File: config.mk
export PLATFORM = sky130hd
export DESIGN_NAME = emi_top
export DESIGN_NICKNAME = d
export VERILOG_FILES = /design/src/emi_pkg.sv /design/src/emi_wait_cnt.sv /design/src/emi_top.sv
export VERILOG_INCLUDE_DIRS = /design/src
export SDC_FILE = /design/constraint.sdc
export NUM_CORES = 1
export LEC_CHECK = 0
export BUFFER_PORTS_ARGS = -buffer_cell sky130_fd_sc_hd__buf_2
export CORE_UTILIZATION = 31
export CTS_CLUSTER_DIAMETER = 150
export DETAILED_ROUTE_END_ITERATION = 10
export PLACE_DENSITY = 0.53
export RECOVER_POWER = 25
export SLEW_MARGIN = 20
export SYNTH_ARGS = -nofsm -noshare
export SYNTH_HDL_FRONTEND = slang
export SYNTH_SLANG_ARGS = --single-unit
File: constraint.sdc
create_clock -name i_mclk -period 4.1 [get_ports i_mclk]
set_clock_uncertainty 0.15 [all_clocks]
set_input_delay 0 -clock i_mclk [delete_from_list [all_inputs] [get_ports i_mclk]]
set_output_delay 0 -clock i_mclk [all_outputs]
set_load 0.05 [all_outputs]
File: src/emi_defines.svh
// Offsets, field positions, reset values and pin positions of the external memory interface
`ifndef EMI_DEFINES_SVH
`define EMI_DEFINES_SVH

`define EMI_MCU_CTRL_IDX     8'h35
`define EMI_EXT_CTRL_IDX     8'h36
`define EMI_MCU_CTRL_RST     8'h00
`define EMI_EXT_CTRL_RST     8'h00

`define EMI_EN_BIT           7
`define EMI_UPPER_LO_BIT     6
`define EMI_UPPER_HI_BIT     1
`define EMI_LOWER_HI_BIT     3
`define EMI_LOWER_LO_BIT     2
`define EMI_LIMIT_MSB        6
`define EMI_LIMIT_LSB        4

`define EMI_EXT_BASE         16'h0460
`define EMI_PAGE_SHIFT       13

`define EMI_WR_PIN           6
`define EMI_RD_PIN           7
`define EMI_ALE_PIN          1

`endif

File: src/emi_pkg.sv
// Types shared by the external memory interface files
package emi_pkg;

  typedef enum logic [4:0] {
    EMI_IDLE = 5'b00001,
    EMI_ALE  = 5'b00010,
    EMI_STRB = 5'b00100,
    EMI_GAP  = 5'b01000,
    EMI_END  = 5'b10000
  } emi_state_t;

  typedef logic [1:0] emi_wait_t;
  typedef logic [7:0] emi_byte_t;
  typedef logic [15:0] emi_addr_t;

endpackage

File: src/emi_wait_cnt.sv
// Strobe length counter for wait states
`timescale 1ns/100ps
module emi_wait_cnt (
  input  wire logic             i_mclk,
  input  wire logic             i_rst,
  input  wire logic             i_load,
  input  wire emi_pkg::emi_wait_t i_value,
  output logic                  o_last
);
  import emi_pkg::*;

  emi_wait_t cnt;
  emi_wait_t next_cnt;

  always_comb begin
    next_cnt = cnt;
    if (i_load) begin
      next_cnt = i_value;
    end else if (cnt != 2'h0) begin
      next_cnt = cnt - 2'h1;
    end
  end

  always_ff @(posedge i_mclk or posedge i_rst) begin
    if (i_rst) begin
      cnt <= 2'h0;
    end else begin
      cnt <= next_cnt;
    end
  end

  assign o_last = (cnt == 2'h0);
endmodule

File: src/emi_top.sv
// External data memory interface: APB control registers, page/wait logic, bus sequencer, pin override
//
// Summary of operation
// - Enable bit gives pins their memory functions
// - Enable low restores normal pin values, directions
// - Enable low: no fold onto internal SRAM
// - Low address/data multiplexed; high address separate
// - Limit zero: one page 0460-FFFF, upper waits
// - Limits 1-7 start upper page 2000..E000
// - Upper wait select split across two registers
// - Lower wait select in extended bits 3:2
// - Waits: none, +1, +2, +2 plus gap
// - Final period: ALE, address change only if RAM next
// - Valid address at ALE fall; ALE low during transfer
// - Strobes only for external memory accesses
// - High address stable throughout every external access
`timescale 1ns/100ps
`include "emi_defines.svh"
module emi_top (
  input  wire logic               i_mclk,
  input  wire logic               i_rst,
  input  wire logic               psel,
  input  wire logic               penable,
  input  wire logic               pwrite,
  input  wire logic [11:0]        paddr,
  input  wire logic [31:0]        pwdata,
  output logic      [31:0]        prdata,
  output logic                    pready,
  output logic                    pslverr,
  input  wire logic               i_req,
  input  wire logic               i_we,
  input  wire emi_pkg::emi_addr_t i_addr,
  input  wire emi_pkg::emi_byte_t i_wdata,
  input  wire logic               i_next_ram,
  input  wire emi_pkg::emi_addr_t i_next_addr,
  output logic                    o_ready,
  output logic                    o_done,
  output logic                    o_unmapped,
  output emi_pkg::emi_byte_t      o_rdata,
  input  wire emi_pkg::emi_byte_t i_gpio_a_out,
  input  wire emi_pkg::emi_byte_t i_port_a_direction,
  input  wire emi_pkg::emi_byte_t i_gpio_c_out,
  input  wire emi_pkg::emi_byte_t i_port_c_direction,
  input  wire emi_pkg::emi_byte_t i_gpio_d_out,
  input  wire emi_pkg::emi_byte_t i_port_d_direction,
  input  wire emi_pkg::emi_byte_t i_gpio_e_out,
  input  wire emi_pkg::emi_byte_t i_port_e_direction,
  input  wire emi_pkg::emi_byte_t i_pa_in,
  output emi_pkg::emi_byte_t      o_pa_out,
  output emi_pkg::emi_byte_t      o_pa_oe,
  output emi_pkg::emi_byte_t      o_pc_out,
  output emi_pkg::emi_byte_t      o_pc_oe,
  output emi_pkg::emi_byte_t      o_pd_out,
  output emi_pkg::emi_byte_t      o_pd_oe,
  output emi_pkg::emi_byte_t      o_pe_out,
  output emi_pkg::emi_byte_t      o_pe_oe
);
  import emi_pkg::*;

  // Register file
  emi_byte_t  mcu_control;
  emi_byte_t  extended_mcu_control;
  emi_byte_t  next_mcu_control;
  emi_byte_t  next_extended_mcu_control;
  logic [31:0] next_prdata;
  logic       next_pready;
  logic       next_pslverr;
  logic       hit_mcu;
  logic       hit_ext;

  assign hit_mcu = (paddr[11:2] == {2'h0, `EMI_MCU_CTRL_IDX}) && (paddr[1:0] == 2'h0);
  assign hit_ext = (paddr[11:2] == {2'h0, `EMI_EXT_CTRL_IDX}) && (paddr[1:0] == 2'h0);

  always_comb begin
    next_mcu_control          = mcu_control;
    next_extended_mcu_control = extended_mcu_control;
    next_prdata               = prdata;
    next_pready               = 1'b0;
    next_pslverr              = 1'b0;
    if (psel && !penable) begin
      next_pready  = 1'b1;
      next_pslverr = !(hit_mcu || hit_ext);
      next_prdata  = 32'h0000_0000;
      if (hit_mcu) begin
        next_prdata = {24'h00_0000, mcu_control};
      end else if (hit_ext) begin
        next_prdata = {24'h00_0000, extended_mcu_control};
      end
    end
    if (psel && penable && pready && pwrite) begin
      if (hit_mcu) begin
        next_mcu_control = pwdata[7:0];
      end
      if (hit_ext) begin
        next_extended_mcu_control = pwdata[7:0];
      end
    end
  end

  always_ff @(posedge i_mclk or posedge i_rst) begin
    if (i_rst) begin
      mcu_control          <= `EMI_MCU_CTRL_RST;
      extended_mcu_control <= `EMI_EXT_CTRL_RST;
      prdata               <= 32'h0000_0000;
      pready               <= 1'b0;
      pslverr              <= 1'b0;
    end else begin
      mcu_control          <= next_mcu_control;
      extended_mcu_control <= next_extended_mcu_control;
      prdata               <= next_prdata;
      pready               <= next_pready;
      pslverr              <= next_pslverr;
    end
  end

  // Control fields
  logic       ext_mem_enable;
  logic [2:0] page_limit;
  emi_wait_t  upper_wait;
  emi_wait_t  lower_wait;
  emi_addr_t  upper_start;
  emi_wait_t  req_wait;
  logic       req_ext;
  emi_wait_t  req_extra;

  assign ext_mem_enable = mcu_control[`EMI_EN_BIT];
  assign page_limit = extended_mcu_control[`EMI_LIMIT_MSB:`EMI_LIMIT_LSB];
  assign upper_wait = {extended_mcu_control[`EMI_UPPER_HI_BIT], mcu_control[`EMI_UPPER_LO_BIT]};
  assign lower_wait = {extended_mcu_control[`EMI_LOWER_HI_BIT],
                       extended_mcu_control[`EMI_LOWER_LO_BIT]};
  // Upper page starts at limit times 8 KB; zero means one page, upper waits
  assign upper_start = (page_limit == 3'h0) ? `EMI_EXT_BASE :
                       emi_addr_t'({page_limit, 13'h0000});
  assign req_ext   = (i_addr >= `EMI_EXT_BASE);
  assign req_wait  = (i_addr >= upper_start) ? upper_wait : lower_wait;
  assign req_extra = (req_wait == 2'h0) ? 2'h0 : ((req_wait == 2'h1) ? 2'h1 : 2'h2);

  // Bus sequencer
  emi_state_t state;
  emi_state_t next_state;
  emi_addr_t  bus_addr;
  emi_addr_t  next_bus_addr;
  logic       we_q;
  logic       next_we_q;
  emi_byte_t  wdata_q;
  emi_byte_t  next_wdata_q;
  logic       gap_q;
  logic       next_gap_q;
  logic       ale;
  logic       next_ale;
  logic       rd_n;
  logic       next_rd_n;
  logic       wr_n;
  logic       next_wr_n;
  logic       lo_drive;
  logic       next_lo_drive;
  emi_byte_t  lo_val;
  emi_byte_t  next_lo_val;
  logic       next_ready;
  logic       next_done;
  logic       next_unmapped;
  emi_byte_t  next_rdata;
  logic       cnt_load;
  emi_wait_t  cnt_value;
  logic       cnt_last;
  logic       accept;

  emi_wait_cnt u_wait (
    .i_mclk  (i_mclk),
    .i_rst   (i_rst),
    .i_load  (cnt_load),
    .i_value (cnt_value),
    .o_last  (cnt_last)
  );

  assign accept = i_req && o_ready;

  always_comb begin
    next_state    = state;
    next_bus_addr = bus_addr;
    next_we_q     = we_q;
    next_wdata_q  = wdata_q;
    next_gap_q    = gap_q;
    next_ale      = 1'b0;
    next_rd_n     = 1'b1;
    next_wr_n     = 1'b1;
    next_lo_drive = lo_drive;
    next_lo_val   = lo_val;
    next_done     = 1'b0;
    next_unmapped = 1'b0;
    next_rdata    = o_rdata;
    cnt_load      = 1'b0;
    cnt_value     = req_extra;
    unique case (state)
      EMI_IDLE, EMI_END: begin
        if (accept && req_ext && !ext_mem_enable) begin
          next_unmapped = 1'b1;
          next_done     = 1'b1;
          next_rdata    = 8'h00;
        end else if (accept && req_ext) begin
          next_bus_addr = i_addr;
          next_we_q     = i_we;
          next_wdata_q  = i_wdata;
          next_gap_q    = (req_wait == 2'h3);
          if ((state == EMI_END) && ale && (i_addr == bus_addr)) begin
            // Address already latched by the final-period pulse
            next_state    = EMI_STRB;
            cnt_load      = 1'b1;
            next_rd_n     = i_we;
            next_wr_n     = !i_we;
            next_lo_drive = i_we;
            next_lo_val   = i_wdata;
          end else begin
            next_state    = EMI_ALE;
            next_ale      = 1'b1;
            next_lo_drive = 1'b1;
            next_lo_val   = i_addr[7:0];
          end
        end else begin
          next_state = EMI_IDLE;
        end
      end
      EMI_ALE: begin
        // ALE falls as the low bus changes from address to data
        next_state    = EMI_STRB;
        cnt_load      = 1'b1;
        cnt_value     = (bus_addr >= upper_start) ? ((upper_wait == 2'h0) ? 2'h0 :
                        ((upper_wait == 2'h1) ? 2'h1 : 2'h2)) : ((lower_wait == 2'h0) ? 2'h0 :
                        ((lower_wait == 2'h1) ? 2'h1 : 2'h2));
        next_rd_n     = we_q;
        next_wr_n     = !we_q;
        next_lo_drive = we_q;
        next_lo_val   = wdata_q;
      end
      EMI_STRB: begin
        // ALE held low for the whole strobe
        if (!cnt_last) begin
          next_rd_n = rd_n;
          next_wr_n = wr_n;
        end else begin
          next_done = 1'b1;
          if (!we_q) begin
            next_rdata = i_pa_in;
          end
          if (gap_q) begin
            next_state = EMI_GAP;
          end else begin
            next_state = EMI_END;
            next_ale   = i_next_ram;
            if (i_next_ram) begin
              next_bus_addr = i_next_addr;
              next_lo_drive = 1'b1;
              next_lo_val   = i_next_addr[7:0];
            end
          end
        end
      end
      EMI_GAP: begin
        next_state = EMI_END;
        next_ale   = i_next_ram;
        if (i_next_ram) begin
          next_bus_addr = i_next_addr;
          next_lo_drive = 1'b1;
          next_lo_val   = i_next_addr[7:0];
        end
      end
    endcase
    if (!ext_mem_enable) begin
      next_state    = EMI_IDLE;
      next_ale      = 1'b0;
      next_rd_n     = 1'b1;
      next_wr_n     = 1'b1;
      next_lo_drive = 1'b0;
      cnt_load      = 1'b0;
    end
    next_ready = (next_state == EMI_IDLE) || (next_state == EMI_END);
  end

  always_ff @(posedge i_mclk or posedge i_rst) begin
    if (i_rst) begin
      state      <= EMI_IDLE;
      bus_addr   <= 16'h0000;
      we_q       <= 1'b0;
      wdata_q    <= 8'h00;
      gap_q      <= 1'b0;
      ale        <= 1'b0;
      rd_n       <= 1'b1;
      wr_n       <= 1'b1;
      lo_drive   <= 1'b0;
      lo_val     <= 8'h00;
      o_ready    <= 1'b1;
      o_done     <= 1'b0;
      o_unmapped <= 1'b0;
      o_rdata    <= 8'h00;
    end else begin
      state      <= next_state;
      bus_addr   <= next_bus_addr;
      we_q       <= next_we_q;
      wdata_q    <= next_wdata_q;
      gap_q      <= next_gap_q;
      ale        <= next_ale;
      rd_n       <= next_rd_n;
      wr_n       <= next_wr_n;
      lo_drive   <= next_lo_drive;
      lo_val     <= next_lo_val;
      o_ready    <= next_ready;
      o_done     <= next_done;
      o_unmapped <= next_unmapped;
      o_rdata    <= next_rdata;
    end
  end

  // Pin override
  emi_byte_t next_pa_out;
  emi_byte_t next_pa_oe;
  emi_byte_t next_pc_out;
  emi_byte_t next_pc_oe;
  emi_byte_t next_pd_out;
  emi_byte_t next_pd_oe;
  emi_byte_t next_pe_out;
  emi_byte_t next_pe_oe;

  always_comb begin
    next_pa_out = i_gpio_a_out;
    next_pa_oe  = i_port_a_direction;
    next_pc_out = i_gpio_c_out;
    next_pc_oe  = i_port_c_direction;
    next_pd_out = i_gpio_d_out;
    next_pd_oe  = i_port_d_direction;
    next_pe_out = i_gpio_e_out;
    next_pe_oe  = i_port_e_direction;
    if (next_mcu_control[`EMI_EN_BIT]) begin
      next_pa_out = next_lo_val;
      next_pa_oe  = {8{next_lo_drive}};
      next_pc_out = next_bus_addr[15:8];
      next_pc_oe  = 8'hFF;
      next_pd_out[`EMI_WR_PIN] = next_wr_n;
      next_pd_out[`EMI_RD_PIN] = next_rd_n;
      next_pd_oe[`EMI_WR_PIN]  = 1'b1;
      next_pd_oe[`EMI_RD_PIN]  = 1'b1;
      next_pe_out[`EMI_ALE_PIN] = next_ale;
      next_pe_oe[`EMI_ALE_PIN]  = 1'b1;
    end
  end

  always_ff @(posedge i_mclk or posedge i_rst) begin
    if (i_rst) begin
      o_pa_out <= 8'h00;
      o_pa_oe  <= 8'h00;
      o_pc_out <= 8'h00;
      o_pc_oe  <= 8'h00;
      o_pd_out <= 8'h00;
      o_pd_oe  <= 8'h00;
      o_pe_out <= 8'h00;
      o_pe_oe  <= 8'h00;
    end else begin
      o_pa_out <= next_pa_out;
      o_pa_oe  <= next_pa_oe;
      o_pc_out <= next_pc_out;
      o_pc_oe  <= next_pc_oe;
      o_pd_out <= next_pd_out;
      o_pd_oe  <= next_pd_oe;
      o_pe_out <= next_pe_out;
      o_pe_oe  <= next_pe_oe;
    end
  end
endmodule

Word level (Yosys, flattened, before mapping)
Index checks and enable logic that the tools add are counted.
Word-level totals
  register bits: 170
  bits of input ports: 164
  output and inout bits: 109
Cells by class
  add/sub/neg operators: 1
  $lt $le $gt $ge: 3
  equality and inequality tests: 20
  muxes and demuxes: 85
  bitwise logic cells: 1
  reduce and logical (&&, ||, !) cells: 34
Operator list (number)
  2-to-1 mux 8 bit: 17
  2-to-1 mux 16 bit: 6
  case mux 16 bit (3 select lines): 1
  2-to-1 mux 1 bit: 33
  greater-or-equal comparator 16 bit: 2
  case mux 8 bit (4 select lines): 1
  2-to-1 mux 2 bit: 13
  2-to-1 mux 5 bit: 5
  == test 10 x 6 -> 1 bit, second input constant: 2
  case mux 5 bit (4 select lines): 1
  == test 16 bit: 1
  greater-or-equal comparator 16 x 11 -> 1 bit, second input constant: 1
  case mux 8 bit (2 select lines): 1
  != test 2 bit, second input constant: 6
  logical AND 1 bit: 11
  == test 5 x 1 -> 1 bit, second input constant: 2
  == test 5 bit, second input constant: 2
  zero test 2 bit: 5
  case mux 1 bit (3 select lines): 3
  == test 2 x 1 -> 1 bit, second input constant: 3
  nonzero test 2 bit: 3
  == test 5 x 2 -> 1 bit, second input constant: 1
  == test 5 x 3 -> 1 bit, second input constant: 1
  == test 5 x 4 -> 1 bit, second input constant: 1
  15 further kinds: 22

Depth between registers and ports, before layout
Gate-level depths: netlist of run 1.
  depth in word-level cells: 10
  gate-level depth with buffers: 10
  mapped depth without buffers: 10

Cells and area by module
Synthesis of run 1 repeated with hierarchy kept, for this count alone.
Second synthesis, totals
  cell total of the unflattened synthesis: 630
  area total of the unflattened synthesis: 6804.0 sq um
By module, submodules not included
  emi_top: instances 1, cells each 617, area an instance 6676.4 sq um, seq. area each 3608.5 sq um
  emi_wait_cnt: instances 1, cells each 13, area an instance 127.6 sq um, seq. area each 50.0 sq um

Worst setup path after synthesis of run 1
Ideal clock, no wire load.
  path kind: register to register
  start: reg pready
  end: reg o_pc_out[1]
  setup time: 0.125 ns
  arrival: 2.160 ns
  required time: 3.825 ns
  slack: 1.665 ns
  cell stages (with the launch flop): 8
  buffers on the path: 2
  path through: dfrtp_1 nand4_1 and4b_1 buf_4 mux2i_1 clkinv_2 buf_4 mux2_4
Between the ends
  cells in the longest elaborated chain, start to end: 4
Ends and longest elaborated chain
  start: declaration: RTL line emi_top.sv:28  | output logic pready,
  start signal: assignment: RTL line emi_top.sv:111  | pready <= next_pready;
  logical AND 1 bit (2 in series): RTL line emi_top.sv:90  | if (psel && penable && pready && pwrite) begin
  2-to-1 mux 8 bit: RTL line emi_top.sv:90
  2-to-1 mux 8 bit: RTL line emi_top.sv:332  | if (next_mcu_control[`EMI_EN_BIT]) begin
  net next_pc_out[1]: RTL line emi_top.sv:316  | emi_byte_t next_pc_out;
  end signal: assignment: RTL line emi_top.sv:359  | o_pc_out <= next_pc_out;
  end: declaration: RTL line emi_top.sv:51  | output emi_pkg::emi_byte_t o_pc_out,
The timed path passes the listed nets, and every way through them passes these cells.
A chain may end at the register's enable or synchronous reset.

Final worst setup path of run 1
  start: reg u_wait.cnt[0]
  end: reg bus_addr[5]
Between the ends
  cells in the longest elaborated chain, start to end: 3
Ends and longest elaborated chain
  start: declaration: RTL line emi_wait_cnt.sv:12  | emi_wait_t cnt;
  start signal: assignment: RTL line emi_wait_cnt.sv:28  | cnt <= next_cnt;
  zero test 2 bit: RTL line emi_wait_cnt.sv:32  | assign o_last = (cnt == 2'h0);
  != test 2 bit (no line)
  AND reduction 5 bit (no line)
  end signal: assignment: RTL line emi_top.sv:297  | bus_addr <= next_bus_addr;
  end: declaration: RTL line emi_top.sv:141  | emi_addr_t bus_addr;
No other way between the ends.

==> impl_metrics.py, run 1 <==
metrics = {
    "critical_path": {
        "critPathKind": "flop to flop",
        "sequence_of_cells_on_the_critical_path": "inv_1 -> ha_1 -> nand2b_1 -> nand3_1 -> a21boi_0 -> o21ai_1 -> a221o_1 -> dlygate4sd3_1",
        "maximum_fanout_count_along_the_critical_path": 9,
        "critPathTopFamily": "compound AO/OA/AOI/OAI gates",
        "cp.buffers_inverters": 2,
        "critical-path-slowest-cell": "sky130_fd_sc_hd__a21boi_0",
        "rr_worst_depth": 8,
        "setup.worst_path.start_class": "flop",
        "timing.critical_path.slowest_cell_delay_ps": 560,
        "worstSetupPathDepth": 8,
        "critical_path.endpoint_type": "flop",
        "reg2reg_slack_ps": 770,
        "cp_data_arrival_time_ps": 3490,
        "worst_path_required_time_ps": 4260,
    },
    "detailed_routing": {
        "num_vias": 6429,
        "drt_first_iter_violations": 344,
        "routedWlPerCell_um": 16.3,
        "drtAntennaViolNets": 0,
        "detail_route.drc_violations": 36,
        "drt_wl_total_um": 21500,
        "drt_pass1_iterations": 8,
        "via_per_inst": 4.86,
    },
    "yosys": {
        "post_synth_instance_area_sq_mm": 0.00697,
        "synth-seq-area-share": 0.525,
        "synthDistinctLibCells": 63,
        "asyncSetResetFlopFracSynth": 1.00,
        "yosys-top-cells-area": "sky130_fd_sc_hd__dfrtp_1 51%, sky130_fd_sc_hd__nand2_1 4.0%, sky130_fd_sc_hd__mux2_2 3.7%",
        "synth_area_leader_cell": "sky130_fd_sc_hd__dfrtp_1",
        "ys.warnings.count": 0,
        "syn_area_per_cell_sq_um": 10.7,
        "synth_cells": 654,
        "ys_dominant_reg_cell": "sky130_fd_sc_hd__dfrtp_1",
        "synth-edff-count": 0,
        "synth-seq-cells": 146,
        "synth_top_area_share": 0.510,
    },
    "worst_hold_path": {
        "hold_path.class": "primary input to flop",
        "min_path_cells": 3,
    },
    "sta": {
        "setup_viol_count_final": 0,
        "max_slew.worst_pin.slew_ps": 2940,
        "layout_setup_ws_ps": 767,
        "finalSetupTns_ps": 0,
        "layout_min_cycle_time_ps": 3330,
        "timing.hold.ws_ps": 15.0,
        "slew_violations": 77,
        "clock.fmax_mhz": 300,
        "setup_repair_after_global_routing_missed_its_margin": "false",
        "timing.max_slew.rel_slack": -0.963,
        "timing.final.hold_violations": 0,
        "final.period_utilization": 0.813,
    },
    "layout": {
        "fin_nets": 1207,
        "finalNonFillerCells": 1324,
        "num-fill-cells": 2093,
        "sequential_cell_area_sq_mm": 0.00366,
        "syn_to_final_growth_pct": 49.6,
        "multi_input_area_sq_mm": 0.00299,
        "drive_gt1_frac": 0.294,
    },
    "place": {
        "place.port_buffers": 224,
        "globalplace.congestion": 0.834,
        "detailedPlacementHpwl_um": 14400,
        "total_placed_cells_including_tap_cells": 1137,
        "placement.setup.worst_slack_ps": 1220,
    },
    "run_status": {
        "failed_checks": "design-rule violations, max-capacitance violations, max-slew violations",
        "run_status": "finished with violations",
    },
    "global_routing": {
        "groute.usage.overall": 0.188,
        "grt_antenna_before_repair": 1,
        "number_of_global_route_vias_before_repair": 6344,
        "gr-total-overflow": 0,
        "grt_pass1_wl_um": 33900,
        "maximum_number_of_pins_on_one_net_before_global_route_repair": 77,
    },
    "cts": {
        "worst_setup_hold_path_clk_slew_ps": 70,
        "clk_latency_ps": 430,
        "cts_h_tree_depth": 4,
        "numCtsBuffers": 17,
        "cts_tree": "built",
        "cts-root-buf": "sky130_fd_sc_hd__clkbuf_16",
        "postCtsHoldBufs": 154,
        "cts_post_setup_buffers_inserted": 0,
        "number_of_instances_resized_during_post_cts_repair": 0,
        "cts_sinks": 146,
        "clockBufferDepth": 2,
    },
    "floorplanning": {
        "dieWidth_um": 152,
        "ios": 273,
        "die_height_um": 152,
        "initial_core_utilization": 0.318,
        "rows": 54,
        "standard_cell_core_area_sq_mm": 0.0220,
        "floorplan.die_area_sq_mm": 0.0231,
    },
    "power": {
        "max-vdd-ir-drop_mv": 0.222,
        "power.density_mw_per_mm2": 347,
        "cellLeakagePower_nw": 4.98,
        "report.power.total_w": 0.00362,
    },
    "run": {
        "maxCapViolCount": 1,
    },
}
==> worst register-to-register path, cell delays in order, from the launching register on <==
cell and delay [ps]:
sky130_fd_sc_hd__dfrtp_1 400, sky130_fd_sc_hd__inv_1 60, sky130_fd_sc_hd__ha_1 370, sky130_fd_sc_hd__nand2b_1 100, sky130_fd_sc_hd__nand3_1 160, sky130_fd_sc_hd__a21boi_0 560
sky130_fd_sc_hd__o21ai_1 420, sky130_fd_sc_hd__a221o_1 450, sky130_fd_sc_hd__dlygate4sd3_1 560
==> per-stage QoR <==
stage / area, sq um / util
5_1_grt: 10400 / 0.475
3_3_place_gp: 8300 / 0.378
2_1_floorplan: 7060 / -
3_5_place_dp: 8300 / 0.378
4_1_cts: 10400 / 0.475
6_report: 10400 / 0.475
==> logic make-up after synthesis <==
| group | synth area share |
|---|---|
| and+or+nand+nor | 0.159 |
| DFF | 0.525 |
| AOI/OAI and AO/OA | 0.142 |
| buffers and inverters | 0.0590 |
| muxes | 0.0666 |
| xor gates and xnor gates | 0.0251 |
| adders and majority gates | 0.0233 |
| other | 0.000538 |
==> power by group <==
group / leakage [nW] / switching [W] / internal [W]
sequential: 1.80 / 0.0000175 / 0.00148
combinational: 2.90 / 0.000318 / 0.000212
clock: 0.288 / 0.000722 / 0.000866
total: 4.98 / 0.00106 / 0.00256
==> registers in the layout, indices dropped and copies added (netlist names), 2 cells and up <==
signal and cells:
bus_addr 16, extended_mcu_control 8, lo_val 8, mcu_control 8, o_pa_oe 8, o_pa_out 8, o_pc_oe 8, o_pc_out 8
o_pd_oe 8, o_pd_out 8, o_pe_oe 8, o_pe_out 8, o_rdata 8, prdata 8, wdata_q 8, state 5
u_wait.cnt 2
==> worst paths after layout <==
path	start	endpoint
worst max-delay path	u_wait.cnt[0]	bus_addr[5]
worst min-delay path	psel	pready
worst max register to register	u_wait.cnt[0]	bus_addr[5]
worst min register to register	prdata[0]	prdata[0]
max in group asynchronous	i_rst	state[0]
min in group asynchronous	i_rst	o_pe_out[3]
==> Yosys cell counts, drive strengths merged (5+ instances only) <==
cell type / n
a21oi: 12
nor2b: 7
nand3: 19
a31oi: 5
o221ai: 5
or4: 5
buf: 32
nor3: 14
mux2i: 16
nand2b: 17
a22oi: 8
a22o: 5
nor2: 19
a221o: 12
ha: 13
o21ai: 45
nand2: 75
and2: 5
mux2: 26
o31ai: 5
a21o: 8
inv: 22
o21a: 12
and3: 16
nand4: 13
xnor2: 18
dfrtp: 142
clkbuf: 23
==> metal layers <==
layer	global-route usage	wire length [um]	vias to the layer above
li1	-	-	3059
met5	0	0	-
met3	0.0282	822	28
met4	0.0714	395	0
met2	0.323	10600	191
met1	0.239	9680	3151
==> final cells by class <==
type,instances,area share
antenna,1,0.000240
timing repair buffer,389,0.263
multi-input combinational,453,0.287
inverter,23,0.00839
tap,280,0.0336
sequential,146,0.351
clock buffer,17,0.0408
clock inverter,15,0.0164
==> cells in the final DEF (no fill, tap or decap), types with 7 or more instances in the layout <==
cell	netlist	final
sky130_fd_sc_hd__nor2_1	18	18
sky130_fd_sc_hd__dlygate4sd3_1	0	154
sky130_fd_sc_hd__nand3_1	19	19
sky130_fd_sc_hd__ha_1	13	13
sky130_fd_sc_hd__mux2_2	23	23
sky130_fd_sc_hd__o21ai_0	44	44
sky130_fd_sc_hd__clkbuf_16	0	17
sky130_fd_sc_hd__nand4_1	13	13
sky130_fd_sc_hd__buf_2	4	224
sky130_fd_sc_hd__nand2b_1	17	17
sky130_fd_sc_hd__conb_1	1	24
sky130_fd_sc_hd__mux2i_1	16	15
sky130_fd_sc_hd__a21o_1	8	8
sky130_fd_sc_hd__xnor2_1	18	18
sky130_fd_sc_hd__inv_1	22	22
sky130_fd_sc_hd__a221o_1	12	12
sky130_fd_sc_hd__nand2_1	74	74
sky130_fd_sc_hd__a22oi_1	8	8
sky130_fd_sc_hd__o21a_1	12	12
sky130_fd_sc_hd__nor2b_1	7	7
sky130_fd_sc_hd__buf_4	26	11
sky130_fd_sc_hd__dfrtp_1	142	142
sky130_fd_sc_hd__nor3_1	12	12
sky130_fd_sc_hd__a21oi_1	11	11
sky130_fd_sc_hd__and3_1	16	16
Power figures use the tool's default switching activity.
==> inputs of run 2 (changes only) <==
--- a/config.mk
+++ b/config.mk
@@ -6,11 +6,12 @@
 export SDC_FILE = /design/constraint.sdc
 export NUM_CORES = 1
 export LEC_CHECK = 0
+export ABC_AREA = 1
 export BUFFER_PORTS_ARGS = -buffer_cell sky130_fd_sc_hd__buf_2
 export CORE_UTILIZATION = 31
 export CTS_CLUSTER_DIAMETER = 150
 export DETAILED_ROUTE_END_ITERATION = 10
-export PLACE_DENSITY = 0.53
+export PLACE_DENSITY = 0.5
 export RECOVER_POWER = 25
 export SLEW_MARGIN = 20
 export SYNTH_ARGS = -nofsm -noshare
==> constraint.sdc (replaced) <==
create_clock -name i_mclk -period 3.3 [get_ports i_mclk]
set_clock_uncertainty 0.15 [all_clocks]
set_input_delay 0 -clock i_mclk [delete_from_list [all_inputs] [get_ports i_mclk]]
set_output_delay 0 -clock i_mclk [all_outputs]
set_load 0.05 [all_outputs]
==> run 2 against run 1 <==
Effect of this change:
- largest power group is now sequential cells
- sequential power grew 25%
- synthesized area grew 8.8%
- highest routed layer unchanged
- cell count grew 26%
- the flow finishes with violations (negative hold slack, max-capacitance violations, max-slew violations)
==> impl_metrics.py, run 2 <==
metrics = {
    "critical_path": {
        "maximum_fanout_count_along_the_critical_path": 19,
        "cp.buffers_inverters": 9,
        "sequence_of_cells_on_the_critical_path": "dlygate4sd3_1 -> buf_2 -> nor2_1 -> dlygate4sd3_1 -> nand2_1 -> inv_2 -> nand3_4 -> nor2_2 -> buf_4 -> inv_2 -> o21ai_4 -> buf_6 -> buf_6 -> nand2_1 -> nand2_1 -> dlygate4sd3_1",
        "timing.critical_path.slowest_cell_delay_ps": 550,
        "worstSetupPathDepth": 16,
        "rr_worst_depth": 9,
        "critical_path.endpoint_type": "flop",
        "setup.worst_path.start_class": "primary input",
        "critPathTopFamily": "buffers and inverters",
        "critPathKind": "primary input to flop",
        "critical-path-slowest-cell": "sky130_fd_sc_hd__dlygate4sd3_1",
        "worst_path_required_time_ps": 3510,
        "cp_data_arrival_time_ps": 3330,
    },
    "yosys": {
        "yosys-top-cells-area": "sky130_fd_sc_hd__dfrtp_1 47%, sky130_fd_sc_hd__nand2_1 13%, sky130_fd_sc_hd__inv_1 4.8%",
        "synth-seq-area-share": 0.482,
        "ys_dominant_reg_cell": "sky130_fd_sc_hd__dfrtp_1",
        "cell_types_with_the_highest_counts_after_synthesis": "269 x sky130_fd_sc_hd__nand2_1, 142 x sky130_fd_sc_hd__dfrtp_1, 98 x sky130_fd_sc_hd__inv_1",
        "synth-seq-cells": 146,
        "post_synth_instance_area_sq_mm": 0.00758,
        "synth_area_leader_cell": "sky130_fd_sc_hd__dfrtp_1",
        "synthDistinctLibCells": 57,
        "ys.warnings.count": 0,
        "syn_area_per_cell_sq_um": 8.08,
        "synth-edff-count": 0,
        "asyncSetResetFlopFracSynth": 1.00,
        "synth_top_area_share": 0.468,
        "yosysMostFrequentCell": "sky130_fd_sc_hd__nand2_1",
        "synth_cells": 939,
    },
    "place": {
        "place_area_sq_mm": 0.00905,
        "globalplace.congestion": 0.878,
        "place.port_buffers": 224,
        "detailedPlacementHpwl_um": 17400,
    },
    "layout": {
        "sequential_cell_area_sq_mm": 0.00366,
        "num-fill-cells": 2377,
        "registers.top_by_ff_count": "bus_addr",
        "fin_nets": 1511,
        "flip_flop_count_of_the_largest_register_after_layout": 16,
        "insertedDiodeCount": 0,
        "final_area_sq_mm": 0.0112,
        "commonest_non_fill_non_tap_cell_in_the_layout": "sky130_fd_sc_hd__nand2_1",
        "syn_to_final_growth_pct": 47.6,
        "commonest_non_fill_non_tap_cells_in_the_layout": "269 x sky130_fd_sc_hd__nand2_1, 224 x sky130_fd_sc_hd__buf_2, 156 x sky130_fd_sc_hd__dlygate4sd3_1, 142 x sky130_fd_sc_hd__dfrtp_1, 97 x sky130_fd_sc_hd__inv_1",
        "multi_input_area_sq_mm": 0.00328,
        "drive_gt1_frac": 0.249,
    },
    "run": {
        "maxCapViolCount": 2,
    },
    "power": {
        "power.density_mw_per_mm2": 402,
        "max-vdd-ir-drop_mv": 0.278,
        "cellLeakagePower_nw": 5.68,
    },
    "detailed_routing": {
        "drt_first_iter_violations": 413,
        "highest-signal-layer": "met4",
        "detail_route.drc_violations": 0,
        "detailroute.wirelength.met3_um": 1380,
        "routedWlPerCell_um": 15.1,
        "wl_met1_um": 11700,
        "drtAntennaViolNets": 0,
        "num_vias": 7687,
        "drt_pass1_iterations": 5,
        "drt_wl_total_um": 25200,
        "via_per_inst": 4.61,
        "wl_met2_um": 11800,
    },
    "global_routing": {
        "number_of_global_route_vias_before_repair": 7807,
        "maximum_number_of_pins_on_one_net_before_global_route_repair": 65,
        "grt_pass1_wl_um": 40000,
        "groute.usage.overall": 0.208,
        "grt_antenna_before_repair": 0,
        "gr-total-overflow": 0,
    },
    "floorplanning": {
        "ios": 273,
        "dieWidth_um": 158,
        "standard_cell_core_area_sq_mm": 0.0238,
        "initial_core_utilization": 0.319,
        "die_height_um": 158,
        "rows": 56,
        "floorplan.die_area_sq_mm": 0.0251,
    },
    "sta": {
        "max_slew.worst_pin.slew_ps": 1670,
        "final.period_utilization": 0.947,
        "clock.fmax_mhz": 320,
        "timing.hold.ws_ps": -20.2,
        "setup_viol_count_final": 0,
        "finalSetupTns_ps": 0,
        "timing.max_slew.rel_slack": -0.113,
        "timing.final.hold_violations": 1,
        "slew_violations": 129,
        "layout_min_cycle_time_ps": 3130,
        "setup_repair_after_global_routing_missed_its_margin": "false",
    },
    "cts": {
        "cts-root-buf": "sky130_fd_sc_hd__clkbuf_16",
        "numCtsBuffers": 17,
        "cts_h_tree_depth": 4,
        "cts_tree": "built",
        "cts_sinks": 146,
        "clockBufferDepth": 2,
        "worst_setup_hold_path_clk_slew_ps": 60,
        "clk_latency_ps": 430,
    },
    "worst_hold_path": {
        "min_path_cells": 6,
        "hold_path.class": "primary input to flop",
    },
    "run_status": {
        "failed_checks": "negative hold slack, max-capacitance violations, max-slew violations",
        "run_status": "finished with violations",
    },
}
## run 2: cell count changes after synthesis, moves of 18 or more
cell	previous run	this run
sky130_fd_sc_hd__nand2_1	74	269
sky130_fd_sc_hd__inv_1	22	98
sky130_fd_sc_hd__nor2_1	18	56
sky130_fd_sc_hd__a21oi_1	11	48
sky130_fd_sc_hd__o21ai_1	1	30
sky130_fd_sc_hd__mux2_2	23	1
sky130_fd_sc_hd__nand3_1	19	41
sky130_fd_sc_hd__inv_2	0	18
sky130_fd_sc_hd__xnor2_1	18	0
## run 2: per-stage QoR
step,instances,power (W),worst slack [ps],util
floorplan,962,0.00234,1130,-
global placement,1475,0.00254,733,0.381
detailed placement,1475,0.00254,682,0.381
CTS,1663,0.00456,14.6,0.470
global route,1666,0.00470,0.176,0.471
finish,1666,0.00450,175,0.471
## run 2: tightest hold or removal path, cell delays in order
cell	delay, ps
sky130_fd_sc_hd__buf_2	70
sky130_fd_sc_hd__inv_1	40
sky130_fd_sc_hd__nand2_1	60
sky130_fd_sc_hd__nor3_2	50
sky130_fd_sc_hd__nand3_4	110
sky130_fd_sc_hd__and3_1	170
## run 2: kinds of logic after synthesis
| logic type | share of synthesized area |
|---|---|
| AND/OR/NAND/NOR | 0.259 |
| AO/OA/AOI/OAI | 0.134 |
| buffers and inverters | 0.0996 |
| flip-flops | 0.482 |
| adder cells (fa/ha/maj) | 0.0214 |
| other | 0.000494 |
| XOR/XNOR | 0.00115 |
| multiplexers | 0.00148 |
## run 2: metal layers
| metal | GRT usage | up-vias |
|---|---|---|
| li1 | - | 3796 |
| met1 | 0.273 | 3625 |
| met2 | 0.342 | 254 |
| met3 | 0.0490 | 12 |
| met4 | 0.0559 | 0 |
| met5 | 0 | - |
## run 2: final timing paths
| kind | from | end | slack [ps] |
|---|---|---|---|
| worst max-delay path | paddr[0] | o_pc_out[5] | 170 |
| worst min-delay path | paddr[5] | pslverr | -20 |
| worst max register to register | state[4] | bus_addr[3] | 200 |
| worst min register to register | wdata_q[3] | wdata_q[3] | 330 |
| max in group asynchronous | i_rst | we_q | 800 |
| min in group asynchronous | i_rst | o_pd_oe[1] | 110 |
## run 2: cell type report
cell class,count,share of cell area
multi-input combinational,647,0.293
inverter,121,0.0409
clock inverter,14,0.0104
clock buffer,18,0.0392
timing repair buffer,401,0.254
tap,319,0.0356
sequential,146,0.327
## run 2: report_power, final
group | internal (W) | switching (W) | total, W
clock | 0.00100 | 0.000862 | 0.00187
sequential | 0.00185 | 0.0000220 | 0.00187
combinational | 0.000263 | 0.000497 | 0.000759
## run 2: repair_timing
item | in CTS | in global routing
gates resized for setup | 0 | 9
buffers inserted | 0 | 3
hold buffers | 156 | 0
endpoints found under the hold margin | 275 | 0
setup endpoints to repair | 0 | 16
==> inputs of run 3 (changes only) <==
--- a/config.mk
+++ b/config.mk
@@ -8,10 +8,10 @@
 export LEC_CHECK = 0
 export ABC_AREA = 1
 export BUFFER_PORTS_ARGS = -buffer_cell sky130_fd_sc_hd__buf_2
-export CORE_UTILIZATION = 31
+export CORE_UTILIZATION = 40
 export CTS_CLUSTER_DIAMETER = 150
 export DETAILED_ROUTE_END_ITERATION = 10
-export PLACE_DENSITY = 0.5
+export PLACE_DENSITY = 0.63
 export RECOVER_POWER = 25
 export SLEW_MARGIN = 20
 export SYNTH_ARGS = -nofsm -noshare
==> run 3 against run 2 <==
Effect of this change:
- the run ends with max-capacitance violations, max-slew violations left
- routed wire length fell by 2.0%
- global-route usage is 5.4 points higher
- cell count down 5.8%
- clock-buffer cell count did not move
- flip-flop and latch count is the same
- clock power increased by 12%
- sequential power hardly changed
- maximum frequency is 0.74% higher
- non-clock buffer count is 7 lower
- design area down 0.96%
- critical path depth down 5
- sequential share of layout area up 0.32 points
- critical endpoint is now o_pc_out[6]
- largest cell class unchanged
==> impl_metrics.py, run 3 (synthesis results as in run 2) <==
metrics = {
    "run": {
        "maxCapViolCount": 1,
    },
    "global_routing": {
        "maximum_number_of_pins_on_one_net_before_global_route_repair": 147,
        "groute.usage.overall": 0.262,
        "gr-total-overflow": 0,
        "grt_antenna_before_repair": 0,
        "number_of_global_route_vias_before_repair": 7785,
        "grt_pass1_wl_um": 39900,
    },
    "critical_path": {
        "cp_data_arrival_time_ps": 3320,
        "sequence_of_cells_on_the_critical_path": "nor2_4 -> nand4_2 -> inv_2 -> o21ai_0 -> o2bb2ai_1 -> a21oi_1 -> dlygate4sd3_1 -> o21ai_1 -> nand2_1 -> nand2_1 -> dlygate4sd3_1",
        "worst_path_required_time_ps": 3520,
        "timing.critical_path.slowest_cell_delay_ps": 570,
        "reg2reg_slack_ps": 200,
        "regToRegStartpoint": "state[1]",
        "crit-reg2reg-capture": "o_pc_out[6]",
        "critPathTopFamily": "buffers and inverters",
        "critPathKind": "flop to flop",
        "maximum_fanout_count_along_the_critical_path": 9,
        "cp.buffers_inverters": 3,
        "critical_path.endpoint_type": "flop",
        "critical-path-slowest-cell": "sky130_fd_sc_hd__dlygate4sd3_1",
        "setup.worst_path.start_class": "flop",
        "rr_worst_depth": 11,
    },
    "layout": {
        "registers.top_by_ff_count": "bus_addr",
        "drive_gt1_frac": 0.231,
        "insertedDiodeCount": 0,
        "fin_nets": 1504,
        "commonest_non_fill_non_tap_cells_in_the_layout": "269 x sky130_fd_sc_hd__nand2_1, 207 x sky130_fd_sc_hd__buf_2, 160 x sky130_fd_sc_hd__dlygate4sd3_1, 142 x sky130_fd_sc_hd__dfrtp_1, 97 x sky130_fd_sc_hd__inv_1",
        "final_core_util": 0.607,
        "syn_to_final_growth_pct": 46.2,
        "flip_flop_count_of_the_largest_register_after_layout": 16,
        "num-fill-cells": 1606,
        "commonest_non_fill_non_tap_cell_in_the_layout": "sky130_fd_sc_hd__nand2_1",
    },
    "cts": {
        "clockBufferDepth": 2,
        "cts-root-buf": "sky130_fd_sc_hd__clkbuf_16",
        "worst_setup_hold_path_clk_slew_ps": 70,
        "clk_latency_ps": 430,
        "cts_h_tree_depth": 4,
        "cts_sinks": 146,
        "cts_tree": "built",
        "numCtsBuffers": 17,
    },
    "place": {
        "detailedPlacementHpwl_um": 16500,
        "place.port_buffers": 224,
        "globalplace.congestion": 0.912,
        "placement.setup.worst_slack_ps": 620,
    },
    "sta": {
        "timing.max_slew.rel_slack": -0.319,
        "final.period_utilization": 0.940,
        "layout_setup_ws_ps": 198,
        "clock.fmax_mhz": 322,
        "setup_viol_count_final": 0,
        "slew_violations": 147,
        "max_slew.worst_pin.slew_ps": 1980,
        "timing.final.hold_violations": 0,
        "layout_min_cycle_time_ps": 3100,
    },
    "power": {
        "power_switching_w": 0.00138,
        "share_clk_of_total_power": 0.443,
        "power.density_mw_per_mm2": 426,
        "power_switching_share": 0.292,
        "internal-power_w": 0.00335,
        "p_seq_frac": 0.397,
        "power_frac_comb": 0.160,
        "max-vdd-ir-drop_mv": 0.350,
        "cellLeakagePower_nw": 5.62,
    },
    "detailed_routing": {
        "drt_pass1_iterations": 7,
        "drt_first_iter_violations": 525,
        "num_vias": 7856,
        "routedWlPerCell_um": 15.7,
        "via_per_inst": 5.01,
        "drt_wl_total_um": 24700,
        "drtAntennaViolNets": 0,
        "detail_route.drc_violations": 0,
    },
    "worst_hold_path": {
        "hold_path.class": "primary input to flop",
        "min_delay_worst_endpoint": "lo_val[0]",
        "hold_start": "i_next_addr[0]",
        "min_path_cells": 5,
    },
    "floorplanning": {
        "rows": 49,
        "die_height_um": 140,
        "ios": 273,
        "initial_core_utilization": 0.415,
        "dieWidth_um": 140,
        "standard_cell_core_area_sq_mm": 0.0183,
        "floorplan.die_area_sq_mm": 0.0195,
    },
    "run_status": {
        "failed_checks": "max-capacitance violations, max-slew violations",
        "run_status": "finished with violations",
    },
}
run 3: per-stage QoR:
stage | TNS, ps | cells | hold slack (ps) | cell area, sq um | power (W)
after floorplan | 0 | 962 | -119 | 7670 | 0.00234
after global placement | 0 | 1376 | -42.5 | 8860 | 0.00253
after detailed placement | 0 | 1376 | -40.7 | 8860 | 0.00253
after CTS | 0 | 1568 | 3.39 | 11100 | 0.00475
after global routing | -2.30 | 1569 | 45.8 | 11100 | 0.00490
final | 0 | 1569 | 6.04 | 11100 | 0.00473
run 3: layout make-up:
cell class / count / area (sq um) / area share
flip-flops and latches: 146 / 3660 / 0.330
well taps: 229 / 287 / 0.0258
clock inverters: 14 / 191 / 0.0173
inverters: 121 / 458 / 0.0413
multi-input cells: 647 / 3280 / 0.296
clock buffers: 18 / 439 / 0.0396
repair buffers: 394 / 2780 / 0.250
run 3: timing repair:
action                                  CTS  global route
resized for setup                         0             4
hold endpoints to repair                274             0
buffers inserted                          0             1
endpoints found under the setup margin    0             3
hold buffers                            160             0
run 3: worst max path at each step:
stage                    endpoint                     from  cells past startpoint  slack [ps]
finish                o_pc_out[6]                 state[1]                     11         200
global route          o_pc_out[6]                 state[3]                     11          -2
CTS                   o_pc_out[6]                 state[3]                     11          20
detailed placement  u_wait.cnt[0]  extended_mcu_control[6]                     12         620
global placement    u_wait.cnt[1]  extended_mcu_control[6]                     12         670
floorplan           u_wait.cnt[0]  extended_mcu_control[6]                     12        1130
run 3: power groups by stage:
stage	clock network, W	logic, W	registers (W)
finish	0.00209	0.000755	0.00188
global route	0.00220	0.000811	0.00188
CTS	0.00213	0.000753	0.00188
detailed placement	0	0.000627	0.00191
global placement	0	0.000624	0.00191
floorplan	0	0.000244	0.00210
run 3: worst register-to-register path, delay by kind of cell (launching register included):
kind / cells / cell delay (ps)
compound gates: 4 / 450
buf+inv: 3 / 1380
flops: 1 / 430
simple gates: 4 / 650
run 3: metal layers:
| layer | wire, um | vias up | part of all wire | track usage |
|---|---|---|---|---|
| met4 | 722 | 0 | 0.029 | 0.108 |
| met5 | 0 | - | 0 | 0 |
| met2 | 11500 | 357 | 0.47 | 0.426 |
| li1 | - | 3781 | - | - |
| met1 | 10600 | 3670 | 0.43 | 0.336 |
| met3 | 1850 | 48 | 0.075 | 0.0582 |
